## config.mk

```make
export PLATFORM = sky130hd
export DESIGN_NAME = sgic_port_regs
export DESIGN_NICKNAME = d
export VERILOG_FILES = /design/src/hw/sgic_pkg.sv /design/src/hw/sgic_store_if.sv /design/src/hw/sgic_store.sv /design/src/hw/sgic_port_regs.sv
export SDC_FILE = /design/constraint.sdc
export NUM_CORES = 1
export LEC_CHECK = 0
export BUFFER_PORTS_ARGS = -buffer_cell sky130_fd_sc_hd__buf_4
export CORE_MARGIN = 3
export CORE_UTILIZATION = 50
export DETAILED_ROUTE_END_ITERATION = 10
export PLACE_DENSITY_LB_ADDON = 0.08
export SYNTH_ARGS = -nofsm -noshare
export SYNTH_HDL_FRONTEND = slang
export SYNTH_HIERARCHICAL = 1
export SYNTH_SLANG_ARGS = --single-unit
```

## constraint.sdc

```tcl
create_clock -name sys_clk_in -period 4.1 [get_ports sys_clk_in]
set_input_delay 0.615 -clock sys_clk_in [delete_from_list [all_inputs] [get_ports sys_clk_in]]
set_output_delay 0.615 -clock sys_clk_in [all_outputs]
set_load 0.005 [all_outputs]
```

## src/hw/sgic_pkg.sv

```systemverilog
// constants and helpers for the indirect serial-port register space
package sgic_pkg;

  localparam int ADDR_W = 21;
  localparam int DATA_W = 16;
  localparam int BUS_W  = 32;

  typedef logic [ADDR_W-1:0] sgic_addr_t;
  typedef logic [DATA_W-1:0] sgic_word_t;
  typedef logic [1:0]        sgic_idx_t;

  // portal select values
  localparam logic PORTAL_ADDR = 1'b0;
  localparam logic PORTAL_DATA = 1'b1;

  // indirect addresses
  localparam sgic_addr_t CTRL_ADDR = 21'h1f0000;
  localparam sgic_addr_t STAT_ADDR = 21'h1f0001;
  localparam sgic_addr_t IDH_ADDR  = 21'h1f0002;
  localparam sgic_addr_t IDL_ADDR  = 21'h1f0003;
  localparam sgic_addr_t ADV_ADDR  = 21'h1f0004;
  localparam sgic_addr_t LPB_ADDR  = 21'h1f0005;
  localparam sgic_addr_t EXP_ADDR  = 21'h1f0006;
  localparam sgic_addr_t VDC_ADDR  = 21'h1f8000;
  localparam sgic_addr_t ANC_ADDR  = 21'h1f8001;
  localparam sgic_addr_t ANR_ADDR  = 21'h1f8002;

  // control register fields
  localparam int CTRL_RST_BIT     = 15;
  localparam int CTRL_LOOP_BIT    = 14;
  localparam int CTRL_SPD_LSB     = 13;
  localparam int CTRL_AN_EN_BIT   = 12;
  localparam int CTRL_PD_BIT      = 11;
  localparam int CTRL_RESTART_BIT = 9;
  localparam int CTRL_DUPLEX_BIT  = 8;
  localparam int CTRL_SPD_MSB     = 6;
  localparam sgic_word_t CTRL_RW_MASK   = 16'h7940;
  localparam sgic_word_t CTRL_RSVD_MASK = 16'h04bf;
  localparam sgic_word_t CTRL_RESET     = 16'h1140;

  // status register fields
  localparam sgic_word_t STAT_FIXED    = 16'h0189;
  localparam int         STAT_ANC_BIT  = 5;
  localparam int         STAT_RF_BIT   = 4;
  localparam int         STAT_LINK_BIT = 2;

  // storage slots for plain read/write words
  localparam int         STORE_DEPTH = 4;
  localparam sgic_idx_t  IDX_ADV     = 2'h0;
  localparam sgic_idx_t  IDX_EXP     = 2'h1;
  localparam sgic_idx_t  IDX_VDC     = 2'h2;
  localparam sgic_idx_t  IDX_ANC     = 2'h3;
  localparam sgic_word_t STORE_RESET = 16'h0000;

  // map an indirect address to {hit, slot}
  function automatic logic [2:0] sgic_slot(input sgic_addr_t a);
    logic [2:0] r;
    r = 3'h0;
    case (a)
      ADV_ADDR: r = {1'b1, IDX_ADV};
      EXP_ADDR: r = {1'b1, IDX_EXP};
      VDC_ADDR: r = {1'b1, IDX_VDC};
      ANC_ADDR: r = {1'b1, IDX_ANC};
      default:  r = 3'h0;
    endcase
    return r;
  endfunction : sgic_slot

endpackage : sgic_pkg

```

## src/hw/sgic_store_if.sv

```systemverilog
// carrier between the register block and its word storage
`timescale 1ns/10ps
`default_nettype none
interface sgic_store_if;
  import sgic_pkg::*;
  logic       wr;
  logic       rd;
  logic       clear;
  sgic_idx_t  wr_idx;
  sgic_idx_t  rd_idx;
  sgic_word_t wdata;
  sgic_word_t rdata;
  modport ctrl (output wr, rd, clear, wr_idx, rd_idx, wdata, input rdata);
  modport mem  (input wr, rd, clear, wr_idx, rd_idx, wdata, output rdata);
endinterface : sgic_store_if
`default_nettype wire

```

## src/hw/sgic_store.sv

```systemverilog
// small word store with registered read data
`timescale 1ns/10ps
`default_nettype none
module sgic_store
  import sgic_pkg::*;
(
  input  wire logic   sys_clk_in,
  input  wire logic   rst_n_in,
  sgic_store_if.mem   port
);

  sgic_word_t words [STORE_DEPTH];
  sgic_word_t rdata;

  assign port.rdata = rdata;

  // clear wins over a write so a soft reset leaves defaults behind
  always_ff @(posedge sys_clk_in or negedge rst_n_in) begin
    if (!rst_n_in) begin
      for (int i = 0; i < STORE_DEPTH; i++) begin
        words[i] <= STORE_RESET;
      end
    end else if (port.clear) begin
      for (int i = 0; i < STORE_DEPTH; i++) begin
        words[i] <= STORE_RESET;
      end
    end else if (port.wr) begin
      words[port.wr_idx] <= port.wdata;
    end
  end

  // read port independent of the write port
  always_ff @(posedge sys_clk_in or negedge rst_n_in) begin
    if (!rst_n_in) begin
      rdata <= STORE_RESET;
    end else if (port.rd) begin
      rdata <= words[port.rd_idx];
    end
  end

endmodule : sgic_store
`default_nettype wire

```

## src/hw/sgic_port_regs.sv

```systemverilog
// portal-addressed register space of the serial gigabit port
`timescale 1ns/10ps
`default_nettype none
// Contract
// - indirect address space is 21 bits wide
// - access via address portal then data portal
// - standard and vendor registers at fixed addresses
// - soft reset bit restores defaults, self-clears
// - loopback bit loops fabric data in coding
// - speed from bits 6 and 13, default 1000
// - negotiation enable default one, restart self-clears
// - power-down bit stops port receiver, transmitter, clocks
// - link status latches low until status read
// - negotiation control applies after advertisement write
module sgic_port_regs
  import sgic_pkg::*;
#(
  parameter sgic_word_t ID_HIGH = 16'h0a5c,  // arbitrary identifier value
  parameter sgic_word_t ID_LOW  = 16'h3c10   // arbitrary identifier value
)(
  input  wire logic              sys_clk_in,
  input  wire logic              rst_n_in,
  input  wire logic              portal_sel_in,
  input  wire logic              portal_wr_in,
  input  wire logic              portal_rd_in,
  input  wire logic [BUS_W-1:0]  portal_wdata_in,
  output var  logic [BUS_W-1:0]  portal_rdata_out,
  output var  logic              portal_rvalid_out,
  input  wire logic              rx_link_up_in,
  input  wire logic              an_complete_in,
  input  wire logic              remote_fault_in,
  input  wire sgic_word_t        partner_ability_in,
  input  wire sgic_word_t        an_result_in,
  output var  logic              sgmii_reset_out,
  output var  logic              loopback_out,
  output var  logic [1:0]        speed_out,
  output var  logic              an_enable_out,
  output var  logic              an_restart_out,
  output var  logic              power_down_out,
  output var  logic              full_duplex_out,
  output var  sgic_word_t        advertise_out,
  output var  sgic_word_t        an_control_out
);

  sgic_store_if store_bus ();

  sgic_store u_store (
    .sys_clk_in (sys_clk_in),
    .rst_n_in   (rst_n_in),
    .port       (store_bus.mem)
  );

  // state
  sgic_addr_t       portal_addr;
  sgic_word_t       ctrl;
  logic             soft_rst_pulse;
  logic             restart_pulse;
  logic             link_meta;
  logic             link_sync;
  logic             link_latched;
  logic             fault_latched;
  logic             commit_pend;
  sgic_word_t       adv_active;
  sgic_word_t       anc_active;
  logic             rd_stage;
  logic             rd_from_store;
  logic [BUS_W-1:0] rd_hold;

  // request decode; a write in the same cycle shadows a read
  logic       wr_addr_req;
  logic       ctrl_wr;
  logic       data_wr;
  logic       rd_taken;
  logic       data_rd;
  logic [2:0] slot;
  logic       slot_hit;
  sgic_idx_t  slot_idx;
  logic       adv_wr;
  logic       status_rd;
  logic       mapped;
  sgic_word_t wword;
  sgic_word_t next_ctrl;

  assign wword       = portal_wdata_in[DATA_W-1:0];
  assign wr_addr_req = portal_wr_in && (portal_sel_in == PORTAL_ADDR);
  assign data_wr     = portal_wr_in && (portal_sel_in == PORTAL_DATA);
  assign rd_taken    = portal_rd_in && !portal_wr_in;
  assign data_rd     = rd_taken && (portal_sel_in == PORTAL_DATA);
  assign slot        = sgic_slot(portal_addr);
  assign slot_hit    = slot[2];
  assign slot_idx    = slot[1:0];
  assign ctrl_wr     = data_wr && (portal_addr == CTRL_ADDR);
  assign adv_wr      = data_wr && (portal_addr == ADV_ADDR);
  assign status_rd   = data_rd && (portal_addr == STAT_ADDR);
  assign next_ctrl   = wword & CTRL_RW_MASK;

  // addresses answered on read
  assign mapped = slot_hit
               || (portal_addr == CTRL_ADDR) || (portal_addr == STAT_ADDR)
               || (portal_addr == IDH_ADDR)  || (portal_addr == IDL_ADDR)
               || (portal_addr == LPB_ADDR)  || (portal_addr == ANR_ADDR);

  // storage port: portal traffic, plus the commit read in the cycle of an advert write
  assign store_bus.wr     = data_wr && slot_hit && !soft_rst_pulse;
  assign store_bus.wr_idx = slot_idx;
  assign store_bus.wdata  = wword;
  assign store_bus.rd     = (data_rd && slot_hit) || adv_wr;
  assign store_bus.rd_idx = adv_wr ? IDX_ANC : slot_idx;
  assign store_bus.clear  = soft_rst_pulse;

  // address portal keeps exactly the indirect width
  always_ff @(posedge sys_clk_in or negedge rst_n_in) begin
    if (!rst_n_in) begin
      portal_addr <= '0;
    end else if (wr_addr_req) begin
      portal_addr <= portal_wdata_in[ADDR_W-1:0];
    end
  end

  // control register; the reset pulse overrides a write in its own cycle
  always_ff @(posedge sys_clk_in or negedge rst_n_in) begin
    if (!rst_n_in) begin
      ctrl <= CTRL_RESET;
    end else if (soft_rst_pulse) begin
      ctrl <= CTRL_RESET;
    end else if (ctrl_wr) begin
      ctrl <= next_ctrl;
    end
  end

  // self-clearing command bits live only as one-cycle pulses
  always_ff @(posedge sys_clk_in or negedge rst_n_in) begin
    if (!rst_n_in) begin
      soft_rst_pulse <= 1'b0;
      restart_pulse  <= 1'b0;
    end else begin
      soft_rst_pulse <= ctrl_wr && wword[CTRL_RST_BIT];
      restart_pulse  <= ctrl_wr && wword[CTRL_RESTART_BIT]
                        && !next_ctrl[CTRL_PD_BIT] && !soft_rst_pulse;
    end
  end

  // link level comes from the receiver, so two flops before use
  always_ff @(posedge sys_clk_in or negedge rst_n_in) begin
    if (!rst_n_in) begin
      link_meta <= 1'b0;
      link_sync <= 1'b0;
    end else begin
      link_meta <= rx_link_up_in;
      link_sync <= link_meta;
    end
  end

  // latched-low link and latched-high fault; a new event beats the read clear
  always_ff @(posedge sys_clk_in or negedge rst_n_in) begin
    if (!rst_n_in) begin
      link_latched  <= 1'b0;
      fault_latched <= 1'b0;
    end else if (soft_rst_pulse) begin
      link_latched  <= 1'b0;
      fault_latched <= 1'b0;
    end else begin
      link_latched  <= (status_rd || link_latched) && link_sync;
      fault_latched <= remote_fault_in || (fault_latched && !status_rd);
    end
  end

  // advert write applies itself and, one cycle later, the pending control
  always_ff @(posedge sys_clk_in or negedge rst_n_in) begin
    if (!rst_n_in) begin
      adv_active  <= STORE_RESET;
      anc_active  <= STORE_RESET;
      commit_pend <= 1'b0;
    end else if (soft_rst_pulse) begin
      adv_active  <= STORE_RESET;
      anc_active  <= STORE_RESET;
      commit_pend <= 1'b0;
    end else begin
      commit_pend <= adv_wr;
      if (adv_wr) begin
        adv_active <= wword;
      end
      if (commit_pend) begin
        anc_active <= store_bus.rdata;
      end
    end
  end

  // register views; command bits show their pulse, so they read back one only in the pulse cycle
  sgic_word_t ctrl_view;
  sgic_word_t stat_view;
  sgic_word_t direct_word;
  assign ctrl_view = ctrl
                   | (sgic_word_t'(soft_rst_pulse) << CTRL_RST_BIT)
                   | (sgic_word_t'(restart_pulse) << CTRL_RESTART_BIT);
  assign stat_view = STAT_FIXED
                   | (sgic_word_t'(an_complete_in) << STAT_ANC_BIT)
                   | (sgic_word_t'(fault_latched) << STAT_RF_BIT)
                   | (sgic_word_t'(link_latched) << STAT_LINK_BIT);
  assign direct_word = (portal_addr == CTRL_ADDR) ? ctrl_view :
                       (portal_addr == STAT_ADDR) ? stat_view :
                       (portal_addr == IDH_ADDR)  ? ID_HIGH :
                       (portal_addr == IDL_ADDR)  ? ID_LOW :
                       (portal_addr == LPB_ADDR)  ? partner_ability_in :
                       (portal_addr == ANR_ADDR)  ? an_result_in : '0;

  logic [BUS_W-1:0] rd_value;
  assign rd_value = (portal_sel_in == PORTAL_ADDR)
                  ? BUS_W'(portal_addr)
                  : BUS_W'(direct_word);

  // two-stage read: stage one waits for the storage word
  always_ff @(posedge sys_clk_in or negedge rst_n_in) begin
    if (!rst_n_in) begin
      rd_stage      <= 1'b0;
      rd_from_store <= 1'b0;
      rd_hold       <= '0;
    end else begin
      rd_stage      <= rd_taken;
      rd_from_store <= data_rd && slot_hit;
      rd_hold       <= rd_value;
    end
  end

  always_ff @(posedge sys_clk_in or negedge rst_n_in) begin
    if (!rst_n_in) begin
      portal_rdata_out  <= '0;
      portal_rvalid_out <= 1'b0;
    end else begin
      portal_rvalid_out <= rd_stage;
      if (rd_stage) begin
        portal_rdata_out <= rd_from_store ? BUS_W'(store_bus.rdata) : rd_hold;
      end
    end
  end

  // control outputs from the control register and the command pulses; advert and control words from their active copies
  assign sgmii_reset_out = soft_rst_pulse;
  assign loopback_out    = ctrl[CTRL_LOOP_BIT];
  assign speed_out       = {ctrl[CTRL_SPD_MSB], ctrl[CTRL_SPD_LSB]};
  assign an_enable_out   = ctrl[CTRL_AN_EN_BIT];
  assign an_restart_out  = restart_pulse;
  assign power_down_out  = ctrl[CTRL_PD_BIT];
  assign full_duplex_out = ctrl[CTRL_DUPLEX_BIT];
  assign advertise_out   = adv_active;
  assign an_control_out  = anc_active;
endmodule : sgic_port_regs
`default_nettype wire

```

* Word level (Yosys, flattened, before mapping)
Index checks and enable logic that the tools add are counted.
** Storage, ports and cells
- Output and inout bits :: 73
- Register bits after elaboration :: 212
- Word-level logic and storage cells :: 96
** Operators by class
- Reduce and logical (&&, ||, !) cells :: 28
- Bitwise logic cells :: 7
- Equal/unequal tests :: 10
- Magnitude comparators :: 3
- Muxes and demuxes :: 27
** Operators by type and width (count)
- 16-bit 2-to-1 mux :: 15
- 21-bit == test, second input constant :: 10
- 64-bit 2-to-1 mux :: 2
- 64-bit bitwise mux :: 1
- 21-bit 2-to-1 mux :: 2
- 16-bit binary-select mux with 2-bit select :: 1
- 16-bit demux with 2-bit select :: 1
- 1-bit logical AND :: 17
- 16-bit by 10-bit OR with 16-bit output :: 1
- 16-bit OR :: 1
- 3-bit one-hot mux with 4 select lines :: 1
- 9-bit by 3-bit OR with 9-bit output :: 1
- 9-bit by 5-bit OR with 9-bit output :: 1
- 2-bit nonzero test :: 4
- 3-bit greater-or-equal comparator, second input constant :: 2
- 2-bit NOT with 3-bit output :: 2
- 1-bit logical NOT :: 4
- 1-bit logical OR :: 3
- 3-bit by 1-bit < comparator with 1-bit output, second input constant :: 1
- 1-bit 2-to-1 mux :: 3
- 2-bit 2-to-1 mux :: 1
- 1-bit NOT :: 1

* Depth between registers and ports, before layout
Gate-level depths: netlist of the first run.
- Word-level depth :: 10
- Depth in mapped cells :: 12
- Gate-level depth less buffers :: 8

* Modules after synthesis
The synthesis of the first run kept the hierarchy.
** By module, submodules not included
- sgic_port_regs :: cells each 442, times used 1, area an instance 4939.7 µm²
- sgic_store :: cells each 392, times used 1, area an instance 3661.0 µm²

* Worst setup path after synthesis of the first run
OpenSTA, ideal clock, no wires.
- Path type :: reg-to-reg
- Start point :: register portal_addr[11]
- End point :: register u_store.rdata[10] (netlist: u_store/port.rdata[10])
- Buffers on the path :: 3
- Setup slack :: 1.234 ns
- Data required time :: 3.967 ns
- Library setup time :: 0.133 ns
- Data arrival time :: 2.733 ns
- Cell stages (with the launch flop) :: 12
- Path through :: dfrtp_1 -> nor4_1 -> nand2_1 -> or2_2 -> clkbuf_1 -> or4_1 -> nand2b_1 -> buf_2 -> buf_2 -> mux2_2 -> a21oi_1 -> o21ai_0
** On the way
- Cells in the longest elaborated chain, start to end :: 7
- Elaborated cells on any way between the ends :: 13
** RTL lines
- start: declaration :: line sgic_port_regs.sv:54 : sgic_addr_t portal_addr;
- start signal: assignment :: line sgic_port_regs.sv:116 : portal_addr <= portal_wdata_in[ADDR_W-1:0];
- 21-bit == test (on tied branches) :: line sgic_pkg.sv:59, sgic_port_regs.sv:93
- 3-bit one-hot mux with 4 select lines / 1-bit logical AND (equally long branches) :: line sgic_pkg.sv:59, sgic_port_regs.sv:93
- 2-bit 2-to-1 mux (*) :: line sgic_port_regs.sv:108 : assign store_bus.rd_idx = adv_wr ? IDX_ANC : slot_idx;
- named net store_bus.rd_idx[0] :: line sgic_store_if.sv:10 : sgic_idx_t rd_idx;
- 2-bit NOT with 3-bit output (not written as such) (*) :: line sgic_store.sv:37 : rdata <= words[port.rd_idx];
- 16-bit binary-select mux with 2-bit select (*) :: line sgic_store.sv:37
- 16-bit 2-to-1 mux (not written as such) (*) (2 in a row) :: line sgic_store.sv:37
- end signal: assignment :: line sgic_store.sv:37
- end: declaration :: line sgic_store.sv:13 : sgic_word_t rdata;
Mark *: on every way through the listed nets, which the timed path passes. The rest lies on a longest branch. The select of a mux whose other input is x is not followed.
A chain may end at the register's enable or synchronous reset.

* Worst setup path after layout of the first run
- Start point :: register portal_addr[8]
- End point :: register u_store/words[56] in the netlist's numbering
** On the way
- Elaborated cells on any way between the ends :: 17
** RTL lines
- 21-bit == test :: line sgic_pkg.sv:59 : case (a)
- 3-bit one-hot mux with 4 select lines (*) :: line sgic_pkg.sv:59
- 1-bit logical AND (*) (2 in a row) :: line sgic_port_regs.sv:104 : assign store_bus.wr = data_wr && slot_hit && !soft_rst_pulse;
- named net store_bus.wr :: line sgic_store_if.sv:6 : logic wr;
- 2-bit nonzero test (no source line) (*)
- end signal: indexed assignment :: line sgic_store.sv:28 : words[port.wr_idx] <= port.wdata;
- end: declaration :: line sgic_store.sv:12 : sgic_word_t words [STORE_DEPTH];
Marks and branches as above.

==> summary.md, run 1 <==
| Metric | Value |
|---|---|
| Fillcell total | 1,448 |
| CTS Hold Bufs | 0 |
| Avg WL per Cell | 20.6 um |
| CTS tree | done |
| Ant. Diodes | 0 |
| Worst-Skew Late Latency | 0.44 ns |
| Max frequency | 273 MHz |
| Drt drc | 0 |
| VDD IR max | 0.299 mV |
| IO Pins | 145 |
| Worst Reg-to-Reg Cells | 8 |
| Setup crit end kind | flop |
| Avg Inst Size Synth | 10.3 sq um |
| Synthesis-stage register bit count | 191 |
| Data arrival, critical path | 4.00 ns |
| Number of buffers added on ports | 122 |
| Hold Crit Class | in -> async |
| Worst-Margin Slew | 1.24 ns |
| Yosys cell types | 55 |
| Mapped Area | 8600 sq um |
| Asr flop ratio synth | 100% |
| Synth area leader | dfrtp_1 |
| Wirelength, routed | 24,000 um |
| Setup ws final | 0.436 ns |
| Max_slew headroom | 17.2% |
| Post-cts resize count | 0 |
| Worst hold margin | 0.172 ns |
| Synth top cells by count | 188 x dfrtp_1, 141 x nand2_1, 110 x a21oi_1 |
| Largest cells by area after synthesis | dfrtp_1 55%, a21oi_1 6.4%, nand2_1 6.2% |
| Final core occ | 61.0% |
| Pwr/cell area | 396 nW/um^2 |
| Initial core utilization | 51.5% |
| Leak Pwr | 4.58 nW |
| Final nets | 1,004 |
| Yosys warnings | 6 |
| Placer Congestion | 0.926 |
| Synth Instances | 834 |
| Grt ovf | 0 |
| Count leader, synth | dfrtp_1 |
| Chip width | 137 um |
| Post-route insts no fill | 1,165 |
| Setup violators final | 0 |
| RSZ-0062 raised after global routing | no |
| Crit Path Max Fanout | 16 |
| Status | completed |
| Final Cycle Share | 89.4% |
| Setup_tns | 0 ns |
| Worst setup path class | reg -> reg |
| Initial antenna violation count | 0 |
| Area Overhead vs Synth | 18.4% |
| Finished Cell Area | 10,200 sq um |
| Vias post-DR | 6,696 |
| CTS root buf | clkbuf_16 |
| Largest net degree at the start of global routing | 93 |
| Post-synth top area share | 54.7% |
| Final hold vios | 0 |
| Initial DRC count | 658 |
| Post-CTS setup buffers | 0 |
| Sequential fraction of the synthesis area | 55.6% |
| Gr usage total | 26.3% |
| Setup crit start kind | flop |
| Power Total | 4.03 mW |
| Via count of the first global-routing pass | 6,344 |
| Clk_skew | 0.00938 ns |
| Crit path time final | 3.66 ns |
| Max-slew violations | 0 |
| Post-place setup slack | 0.542 ns |
| Layout cells sized above 1 | 23.7% |
| Core box area | 16,700 sq um |
| DIE HEIGHT | 137 um |
| Clk slew on worst S/H paths | 0.08 ns |
| DRT Pass-1 Iters | 4 |
| Number of synthesized flops with an enable pin | 0 |
| Antenna-violating nets left | 0 |
| Max Cap Violations | 0 |
| Placed cells | 1,133 |
| Num rows | 47 |
| CTS buffer count | 17 |
| Full die area | 18,800 sq um |
| CTS sink count | 191 |
| Bufs on Longest Clock Path | 2 |
| Top_reg_cell synth | dfrtp_1 |
| Multi-input logic area | 3440 sq um |
| First-pass GRT wire length | 36,900 um |
| H-tree Lvls | 4 |
| Reg area | 4780 sq um |
| Vias per inst | 5.75 |
| DP HPWL | 16,400 um |
| Worst endpoint required time | 4.44 ns |
| Placed inst area | 9620 sq um |
[power by group]
group / internal (mW) / total [mW] / switching, mW
sequential: 1.98 / 2.06 / 0.0809
clock: 0.807 / 1.60 / 0.789
combinational: 0.176 / 0.377 / 0.200
[final cells by class]
type	count	share of cell area (%)
Clock inverter	15	1.41
Inverter	11	0.405
Timing Repair Buffer	139	10.5
Multi-Input combinational cell	572	33.8
Clock buffer	17	4.18
Sequential cell	191	47.0
Tap cell	220	2.70
[state kept, by name, indices dropped and copies added (netlist names)]
| name | count |
|---|---|
| u_store/port.rdata | 16 |
| link_latched | 1 |
| an_control_out | 16 |
| commit_pend | 1 |
| sgmii_reset_out | 1 |
| ctrl | 6 |
| an_restart_out | 1 |
| portal_addr | 21 |
| rd_from_store | 1 |
| fault_latched | 1 |
| u_store/words | 64 |
| link_meta | 1 |
| portal_rdata_out | 21 |
| rd_stage | 1 |
| rd_hold | 21 |
| portal_rvalid_out | 1 |
| advertise_out | 16 |
| link_sync | 1 |
[per-layer routing]
metal,up-vias,wire length [um],GRT usage (%)
met5,-,0,0
met4,0,535,8.31
met3,34,1350,4.30
met2,227,11500,40.6
met1,3373,10600,38.2
li1,3062,-,-
[cell families after synthesis]
| kind of cell | synth area share, % |
|---|---|
| simple gates | 15.4 |
| compound gates | 13.6 |
| flops | 55.6 |
| mux | 10.5 |
| buf+inv | 4.83 |
| other cells | 0.0436 |
[cell usage in the layout, fill, tap and decap left out, types with 4 or more instances in the layout]
| cell type | n |
|---|---|
| o21ai_0 | 30 |
| inv_1 | 11 |
| inv_6 | 5 |
| nor2_1 | 52 |
| nand3b_1 | 9 |
| nor4_1 | 7 |
| a21oi_1 | 110 |
| mux2_2 | 35 |
| dfrtp_1 | 187 |
| buf_4 | 136 |
| mux2i_1 | 51 |
| a31oi_1 | 4 |
| nand2_1 | 141 |
| nor2b_1 | 28 |
| nor3_1 | 5 |
| and4_1 | 4 |
| conb_1 | 11 |
| a22o_1 | 16 |
| clkbuf_16 | 17 |
| clkinv_4 | 4 |
| a22oi_1 | 10 |
| nand3_1 | 7 |
[critical path: stages (launching register included)]
cell and delay (ns):
dfrtp_1 0.39, nor3_1 0.40, nand3_1 0.44, nor2_1 0.47, nand2_1 0.16, nor3_1 0.56
nor3b_4 0.83, nand2_1 0.14, a21oi_1 0.18
[final timing paths]
path | start | end | slack (ns)
max in group asynchronous | rst_n_in | u_store/port.rdata[13]$_DFFE_PN0P_ | 3.02
setup / recovery | portal_addr[8]$_DFFE_PN0P_ | u_store/words[56]$_DFFE_PN0P_ | 0.44
hold reg to reg | link_meta$_DFF_PN0_ | link_sync$_DFF_PN0_ | 0.36
hold / removal | rst_n_in | portal_rdata_out[10]$_DFFE_PN0P_ | 0.17
setup reg to reg | portal_addr[8]$_DFFE_PN0P_ | u_store/words[56]$_DFFE_PN0P_ | 0.44
min in group sys_clk_in | rx_link_up_in | link_meta$_DFF_PN0_ | 0.28
No activity file was read; power rests on OpenSTA's default activity.
==> run 2, diff against run 1 <==
==> constraint.sdc (replaced) <==
create_clock -name sys_clk_in -period 3.88 [get_ports sys_clk_in]
set_input_delay 0.582 -clock sys_clk_in [delete_from_list [all_inputs] [get_ports sys_clk_in]]
set_output_delay 0.582 -clock sys_clk_in [all_outputs]
set_load 0.005 [all_outputs]
==> run 2 against run 1 <==
  * Clock skew up 0.0063 ns
  * Routed wire length up 1.6%
  * Die area unchanged
  * Sequential power up 6%
  * Count of clock-buffer cells in the layout up 2
  * Critical path depth up 2
  * Cell count up 0.34%
  * Critical path type unchanged
  * Critical endpoint is now u_store/port.rdata[11]$_DFFE_PN0P_
  * Largest cell class unchanged
==> summary.md, run 2 (synthesis results as in run 1) <==
| Metric | Value |
|---|---|
| Status | completed |
| Vias post-DR | 6,825 |
| DIE HEIGHT | 137 um |
| Max-slew violations | 0 |
| Placer Congestion | 0.889 |
| Clk slew on worst S/H paths | 0.07 ns |
| CP max stage cell | or4_1 |
| CTS sink count | 191 |
| Crit-path max cell delay | 0.55 ns |
| Core box area | 16,700 sq um |
| Setup_tns | 0 ns |
| Largest net degree at the start of global routing | 79 |
| WP buf/inv | 2 |
| Final hold vios | 0 |
| Hold Crit Class | in -> async |
| DRT Pass-1 Iters | 5 |
| First-pass GRT wire length | 37,200 um |
| Drt drc | 0 |
| Finished Cell Area | 10,200 sq um |
| Pwr/cell area | 422 nW/um^2 |
| H-tree Lvls | 4 |
| Most frequent cells in the layout | 187 x dfrtp_1, 141 x nand2_1, 140 x buf_4, 110 x a21oi_1, 52 x nor2_1 |
| CTS root buf | clkbuf_16 |
| Max_slew headroom | 15.2% |
| Clk_skew | 0.0157 ns |
| Area Overhead vs Synth | 19.0% |
| DP HPWL | 16,800 um |
| Antenna-violating nets left | 0 |
| Critical-path cell list | nor3_1 > nand3_1 > buf_4 > or2_2 > or4_1 > nand2b_1 > buf_12 > mux2_2 > a21oi_1 > o21ai_0 |
| Avg WL per Cell | 20.9 um |
| Final nets | 1,008 |
| Wirelength, routed | 24,400 um |
| Final Cycle Share | 82.6% |
| Bufs on Longest Clock Path | 2 |
| Setup crit end kind | flop |
| Initial DRC count | 508 |
| Full die area | 18,800 sq um |
| Most common cell after layout, fill and taps aside | dfrtp_1 |
| IO Pins | 145 |
| Largest reg by FF count | u_store/words |
| Max frequency | 312 MHz |
| Leak Pwr | 4.61 nW |
| Crit path time final | 3.21 ns |
| Worst path top cell family by delay | simple AND/OR/NAND/NOR gates |
| Worst-Skew Late Latency | 0.43 ns |
| Setup crit start kind | flop |
| Ant. Diodes | 0 |
| Data arrival, critical path | 3.48 ns |
| Num rows | 47 |
| Via count of the first global-routing pass | 6,581 |
| Max Cap Violations | 0 |
| Layout cells sized above 1 | 23.9% |
| Gr usage total | 26.6% |
| Placed cells | 1,137 |
| Initial antenna violation count | 0 |
| Chip width | 137 um |
| Worst-Margin Slew | 1.27 ns |
| Initial core utilization | 51.5% |
| Worst setup path class | reg -> reg |
| Setup violators final | 0 |
| VDD IR max | 0.318 mV |
| CTS tree | done |
| RSZ-0062 raised after global routing | no |
| CTS Hold Bufs | 0 |
| Post-cts resize count | 0 |
| Post-CTS setup buffers | 0 |
| Crit Path Max Fanout | 32 |
| Grt ovf | 0 |
| Worst hold margin | 0.181 ns |
| Max reg flops | 64 |
| CTS buffer count | 17 |
| Worst endpoint required time | 4.16 ns |
| Number of buffers added on ports | 122 |
| Vias per inst | 5.84 |
| Post-route insts no fill | 1,169 |
| Power Total | 4.32 mW |
| Placed inst area | 9650 sq um |
-- run 2: cell types whose count changed in the layout (fill, tap and decap cells not counted) --
cell / change
clkbuf_1: +1
inv_8: -3
clkinv_2: +1
clkinv_8: -1
buf_4: +4
bufinv_16: +2
clkbuf_8: +1
clkinv_4: -1
-- run 2: path summary, 6_finish.rpt --
kind	startpoint	end	slack [ns]	cells after the start
max in group asynchronous	rst_n_in	u_store/words[32]$_DFFE_PN0P_	2.72	2
setup / recovery	portal_addr[8]$_DFFE_PN0P_	u_store/port.rdata[11]$_DFFE_PN0P_	0.67	10
setup reg to reg	portal_addr[8]$_DFFE_PN0P_	u_store/port.rdata[11]$_DFFE_PN0P_	0.67	10
hold / removal	rst_n_in	portal_rdata_out[7]$_DFFE_PN0P_	0.18	1
hold reg to reg	link_meta$_DFF_PN0_	link_sync$_DFF_PN0_	0.36	0
min in group sys_clk_in	rx_link_up_in	link_meta$_DFF_PN0_	0.26	1
-- run 2: metal layers --
layer	GRT usage (%)	part of all wire, %	vias up
met2	42.4	49	268
li1	-	-	3066
met4	8.70	2.1	0
met1	36.6	43	3458
met5	0	0	-
met3	5.63	6.5	33
-- run 2: per-stage QoR --
stage | worst slack [ns] | utilization (%)
CTS | 0.699 | 61.3
detailed placement | 0.709 | 57.8
global route | 0.448 | 61.3
finish | 0.674 | 61.3
global placement | 0.763 | 57.8
floorplan | 1.01 | -
-- run 2: area by class of cell --
cell class | instances | area [sq um]
Sequential cell | 191 | 4780
Multi-Input combinational cell | 572 | 3440
Inverter | 11 | 41.3
Clock buffer | 19 | 443
Tap cell | 220 | 275
Clock inverter | 13 | 150
Fill cell | 1418 | 6460
Timing Repair Buffer | 143 | 1100
-- run 2: where the power goes --
part | internal, mW | switching (mW) | leakage (nW) | total (mW)
combinational | 0.185 | 0.202 | 1.82 | 0.387
clock | 0.979 | 0.768 | 0.285 | 1.75
sequential | 2.09 | 0.0969 | 2.51 | 2.19
